`config.mk`:
```
export PLATFORM = sky130hd
export DESIGN_NAME = relative_call_and_soft_reset
export DESIGN_NICKNAME = d
export VERILOG_FILES = /design/src/hdl/relative_subroutine_call_reset_pkg.sv /design/src/hdl/relative_subroutine_call_reset.sv
export SDC_FILE = /design/constraint.sdc
export NUM_CORES = 1
export LEC_CHECK = 0
export BUFFER_PORTS_ARGS = -buffer_cell sky130_fd_sc_hd__clkbuf_2
export CORE_MARGIN = 5
export CORE_UTILIZATION = 53
export CTS_CLUSTER_DIAMETER = 120
export DETAILED_ROUTE_END_ITERATION = 12
export MAX_ROUTING_LAYER = met4
export PLACE_DENSITY_LB_ADDON = 0.25
export SYNTH_ARGS = -nofsm -noshare
export SYNTH_HDL_FRONTEND = slang
export SYNTH_SLANG_ARGS = --single-unit
```
`constraint.sdc`:
```
create_clock -name CORE_CLK -period 2.3 [get_ports CORE_CLK]
set_input_delay 0.345 -clock CORE_CLK [delete_from_list [all_inputs] [get_ports CORE_CLK]]
set_output_delay 0.345 -clock CORE_CLK [all_outputs]
set_load 0.01 [all_outputs]
```
`src/hdl/relative_subroutine_call_reset_pkg.sv`:
```
`default_nettype none

package call_reset_pkg;

    // ------------------------------------------------------------
    // Opcode layout
    // ------------------------------------------------------------
    localparam logic [4:0] CALL_TOP5 = 5'h1b;
    localparam int CALL_TOP_LSB = 11;
    localparam int OFFSET_W = 11;
    localparam logic [15:0] SOFT_RESET_OP = 16'h00ff;

    // ------------------------------------------------------------
    // Widths and counts
    // ------------------------------------------------------------
    localparam int PC_W = 21;
    localparam logic [20:0] PC_STEP = 21'h000002;
    localparam logic [1:0] Q_LAST = 2'h3;
    localparam logic [1:0] Q_PUSH = 2'h1;
    localparam logic [1:0] Q_START_RST = 2'h1;
    localparam logic [1:0] Q_PC_WR = 2'h3;
    localparam logic [1:0] Q_RESET = 2'h0;

    typedef enum {ST_EXEC, ST_FLUSH} phase_t;

endpackage

`default_nettype wire

```
`src/hdl/relative_subroutine_call_reset.sv`:
```
`timescale 1ns/1ps
`default_nettype none

module relative_call_and_soft_reset
(
    input wire logic CORE_CLK, // Core clock, four per instruction cycle
    input wire logic RESET, // Asynchronous reset, active high
    input wire logic [15:0] INSTR, // Prefetched opcode, valid through cycle
    input wire logic [20:0] PC_IN, // Incremented PC (address of next word)
    output logic [1:0] Q_PHASE, // Current quarter, 0 = Q1
    output logic PUSH_STB, // Pulse: push RET_ADDR onto stack
    output logic [20:0] RET_ADDR, // Value for top_of_return_stack
    output logic PC_LOAD, // Pulse: load PC from PC_NEW
    output logic [20:0] PC_NEW, // Branch target
    output logic FLUSH, // High for the discarded second cycle
    output logic SOFT_RESET // Pulse: request master_clear_reset
);

    // ------------------------------------------------------------
    // State
    // ------------------------------------------------------------
    typedef struct packed {
        logic [1:0] q;
        call_reset_pkg::phase_t phase;
        logic push;
        logic [20:0] ret;
        logic pc_load;
        logic [20:0] target;
        logic flush;
        logic srst;
    } state_t;

    state_t st_r;
    state_t st_nxt;

    logic is_call;
    logic is_reset;
    logic [20:0] offs2;
    logic [1:0] q_next;

    // ------------------------------------------------------------
    // Decode
    // ------------------------------------------------------------
    assign is_call = INSTR[15:call_reset_pkg::CALL_TOP_LSB]
        == call_reset_pkg::CALL_TOP5;
    assign is_reset = INSTR == call_reset_pkg::SOFT_RESET_OP;
    // Sign-extend n and double it; the sum wraps like the PC itself
    assign offs2 = {{(call_reset_pkg::PC_W - call_reset_pkg::OFFSET_W - 1)
        {INSTR[call_reset_pkg::OFFSET_W - 1]}},
        INSTR[call_reset_pkg::OFFSET_W - 1:0], 1'b0};
    // Quarter counter runs free, also through the discarded cycle
    assign q_next = st_r.q + 2'h1;

    // ------------------------------------------------------------
    // Next state
    // ------------------------------------------------------------
    always_comb
    begin
        st_nxt = st_r;
        st_nxt.q = q_next;
        // Pulses last one quarter, so they drop unless set below
        st_nxt.push = 1'b0;
        st_nxt.pc_load = 1'b0;
        st_nxt.srst = 1'b0;
        case (st_r.phase)
            call_reset_pkg::ST_EXEC:
            begin
                st_nxt.flush = 1'b0;
                // Set one edge early so each pulse lands in its own quarter
                if (is_call && q_next == call_reset_pkg::Q_PUSH)
                begin
                    st_nxt.push = 1'b1;
                    st_nxt.ret = PC_IN;
                end
                if (is_call && q_next == call_reset_pkg::Q_PC_WR)
                begin
                    st_nxt.pc_load = 1'b1;
                    st_nxt.target = PC_IN + offs2;
                end
                if (is_reset && q_next == call_reset_pkg::Q_START_RST)
                    st_nxt.srst = 1'b1;
                if (is_call && st_r.q == call_reset_pkg::Q_LAST)
                begin
                    st_nxt.phase = call_reset_pkg::ST_FLUSH;
                    st_nxt.flush = 1'b1;
                end
            end
            call_reset_pkg::ST_FLUSH:
            begin
                // Old prefetch is ignored; flags are never touched here
                if (st_r.q == call_reset_pkg::Q_LAST)
                begin
                    st_nxt.phase = call_reset_pkg::ST_EXEC;
                    st_nxt.flush = 1'b0;
                end
            end
            default:
            begin
                st_nxt.phase = call_reset_pkg::ST_EXEC;
                st_nxt.flush = 1'b0;
            end
        endcase
    end

    // Reset leaves the core in Q1, so an opcode may wait there at release
    always_ff @(posedge CORE_CLK or posedge RESET)
    begin
        if (RESET)
            st_r <= '{q: call_reset_pkg::Q_RESET,
                phase: call_reset_pkg::ST_EXEC,
                push: 1'b0, ret: 21'h000000, pc_load: 1'b0,
                target: 21'h000000, flush: 1'b0, srst: 1'b0};
        else
            st_r <= st_nxt;
    end

    // ------------------------------------------------------------
    // Outputs
    // ------------------------------------------------------------
    assign Q_PHASE = st_r.q;
    assign PUSH_STB = st_r.push;
    assign RET_ADDR = st_r.ret;
    assign PC_LOAD = st_r.pc_load;
    assign PC_NEW = st_r.target;
    assign FLUSH = st_r.flush;
    assign SOFT_RESET = st_r.srst;
endmodule // relative_call_and_soft_reset

`default_nettype wire

```
==> results.md <==
* N_diodes at 0
* FILL cells at roughly 540
* Die area at between 7000 and 8000 um^2
* Clock sink count at 49
* First-pass GRT wire length at about 12000 um
* Clock skew at 7.024 ps
* CTS max path bufs at 2
* Final #Nets at approximately 470
* Maximum VDD drop at between 0.0003 and 0.0004 V
* Seq cells post-synth at 49
* Met1 GRT Util at around 26%
* Met3 Usage GRT at between 4 and 5%
* Tot Pwr at 2.251 mW
* Sequential area share after synthesis at 37.11%
* Clock Root Buffer: clkbuf_8
* Relative slew margins at 59.45%
* Worst EP arrival at between 2000 and 2500 ps
* Layout Cell Area excl Fill at between 3000 and 4000 um^2
* Most common cell after layout, fill and taps aside: clkbuf_2
* Vias in the first global route at approximately 2700
* CP Class: input port to flip-flop
* Post-Synthesis Cell Area at 3304 um^2
* Clock Latency Late Sink at approximately 310 ps
* Total global-route track usage at between 20% and 30%
* Gate power share at a little over a quarter
* Internal at between 1.5 and 2 mW
* Switching power at between 0.6 and 0.7 mW
* GR peak layer: met2
* Setup crit end kind: flip-flop
* Tmin final at ~2100 ps
* Status: complete, no violations
* Critical Path Start Type: input port
* Hold_buf cts at 0
* EDFF count, synth at 0
* Util after Layout at a little over three fifths
* Layout cells sized above 1 at ~36%
* Initial antenna violation count at 0
* Initial Util at between 50% and 60%
* Area Overhead vs Synth at 13.48%
* Routed Antenna Nets at 0
* Hold Vio Cnt, Final at 0
* Die extent in x at 88.96 um
* Setup tns final at 0 ps
* Clock power frac at roughly 29%
* DRC viols at 0
* Final GP Congestion at 0.8815
* Clock transition at path regs at ~90 ps
* CP Data Required Time at ~2500 ps
* Final setup violation count at 0
* Vias at around 2600
* Total gr overflow at 0
* Via density at 5.495
* Core area at between 5000 and 6000 um^2
* Most frequent cells in the layout: clkbuf_2 (86), dfrtp_1 (49), nand2_1 (38), buf_4 (25)
* DP HPWL at between 6000 and 7000 um
* Die Y at around 89 um
* Largest net degree at the start of global routing at 28
* Worst hold slack at approximately 86 ps
* RSZ-0062 raised after global routing: no
* # Max-Cap Violations at 0
* Share of total power in sequential cells at a little over two fifths
* Routing usage on met2 at approximately a third
* CTS tree: yes
* Synth warn at 0
* Post_cts resized at 0
* Distinct cells, synth at 52
* Net Sw Frac at between 20% and 30%
* Syn_nets at slightly above 400
* Routed wire length at about 7400 um
* Final Max Tran Viols at 0
* Post-Syn Area per Cell at a little under 10 um^2
* Cells after Synth at 341
* P_leak at 1.920 nW
* TritonCTS buffer count at 5
* Initial DRT Pass Iterations at 4
* Power density cells at 600.3 nW/um^2
* Period utilisation layout at roughly nine tenths
* Worst hold path type: input port to asynchronous set/reset pin
* Placed Area at between 3000 and 4000 um^2
* Fmax at slightly below 500 MHz
* Buffers added on ports at 86
* Std cell rows at 28
* Initial detailed-routing violation count at 104
* Asr flop ratio synth at 100.0%
* Drt wl/cell at approximately 16 um
* Top_reg_cell synth: dfrtp_1
* Setup Buffers After CTS at 0
* Worst Tran Pin Value at ~610 ps
* H-tree depth at 2
* Max Fanout on Critical Path at 3
* IO Count at 87
[sequential cells by signal, indices dropped and copies added (netlist names)]
register and count:
FLUSH 1, PC_LOAD 1, PC_NEW 21, PUSH_STB 1
Q_PHASE 2, RET_ADDR 21, SOFT_RESET 1, st_r 1
[worst paths after layout]
path,depth (start not counted),from,endpoint,slack [ps]
min in group CORE_CLK,3,PC_IN[0],PC_NEW[0],270
worst max-delay path,8,INSTR[0],PC_NEW[19],220
worst max register to register,6,Q_PHASE[0],PC_NEW[18],500
worst min-delay path,2,RESET,PC_NEW[0],90
max in group asynchronous,3,RESET,RET_ADDR[14],1580
worst min register to register,2,PC_NEW[1],PC_NEW[1],480
[metal layers]
| layer | vias up | part of all wire (%) |
|---|---|---|
| li1 | 1311 | - |
| met1 | 1245 | 45 |
| met2 | 69 | 48 |
| met3 | 7 | 5.9 |
| met4 | 0 | 0.90 |
| met5 | - | 0 |
[worst max-delay path, cell delays in order]
cell and delay (ps):
clkbuf_2 90, ha_1 220, fa_1 400, a21o_1 220, a221oi_2 290, nor3b_1 110
o41a_1 400, o31ai_2 210
[area by class of cell]
type	instances	area, um^2	area share (%)
repair buffers	111	618.1	16.48
clock buffers	7	86.33	2.302
clock inverters	1	30.03	0.8008
flip-flops and latches	49	1226	32.70
inverters	9	33.78	0.9009
multi-input cells	227	1662	44.31
well taps	75	93.84	2.503
[metrics by stage]
step                worst slack, ps  std cells
CTS                           215.4        479
finish                        218.4        479
global placement             -57.80        471
detailed placement           -135.4        471
floorplan                     159.2        341
global route                  66.42        479
[cells in the mapped netlist, types with 4 or more instances]
| cell type | number | area share (%) |
|---|---|---|
| dfrtp_1 | 49 | 37 |
| mux2_2 | 22 | 7.5 |
| nor2_1 | 12 | 1.4 |
| nor3b_1 | 6 | 1.4 |
| nand2b_1 | 4 | 0.76 |
| xnor2_1 | 6 | 1.6 |
| buf_4 | 44 | 10 |
| nand2_1 | 38 | 4.3 |
| a21o_1 | 4 | 0.91 |
| inv_1 | 9 | 1.0 |
| and4_1 | 4 | 1.1 |
| nand3_1 | 15 | 2.3 |
| o21a_1 | 6 | 1.4 |
| a21oi_1 | 18 | 2.7 |
| o21ai_0 | 12 | 1.8 |
| clkbuf_1 | 6 | 0.68 |
| and2_1 | 6 | 1.1 |
| ha_1 | 22 | 8.3 |
| nand4_1 | 8 | 1.5 |
| buf_2 | 5 | 0.76 |
[power by group through the flow]
stage / clock [mW] / sequential, mW / combinational, mW
6_report: 0.646 / 0.989 / 0.616
5_1_grt: 0.692 / 1.00 / 0.688
4_1_cts: 0.663 / 0.989 / 0.621
3_5_place_dp: 0 / 1.01 / 0.619
3_3_place_gp: 0 / 1.00 / 0.604
2_1_floorplan: 0 / 0.993 / 0.489
[kinds of logic (layout without fill, tap and decap cells)]
logic type | count (synthesis) | count (layout) | synth area share (%)
adder cells (fa/ha/maj) | 23 | 23 | 8.936
buffers and inverters | 65 | 128 | 12.61
multiplexers | 22 | 22 | 7.497
AND/OR/NAND/NOR | 107 | 107 | 16.77
flip-flops | 49 | 49 | 37.11
AO/OA/AOI/OAI | 66 | 66 | 14.69
XOR/XNOR | 9 | 9 | 2.386
No activity file was read; power rests on OpenSTA's default activity.
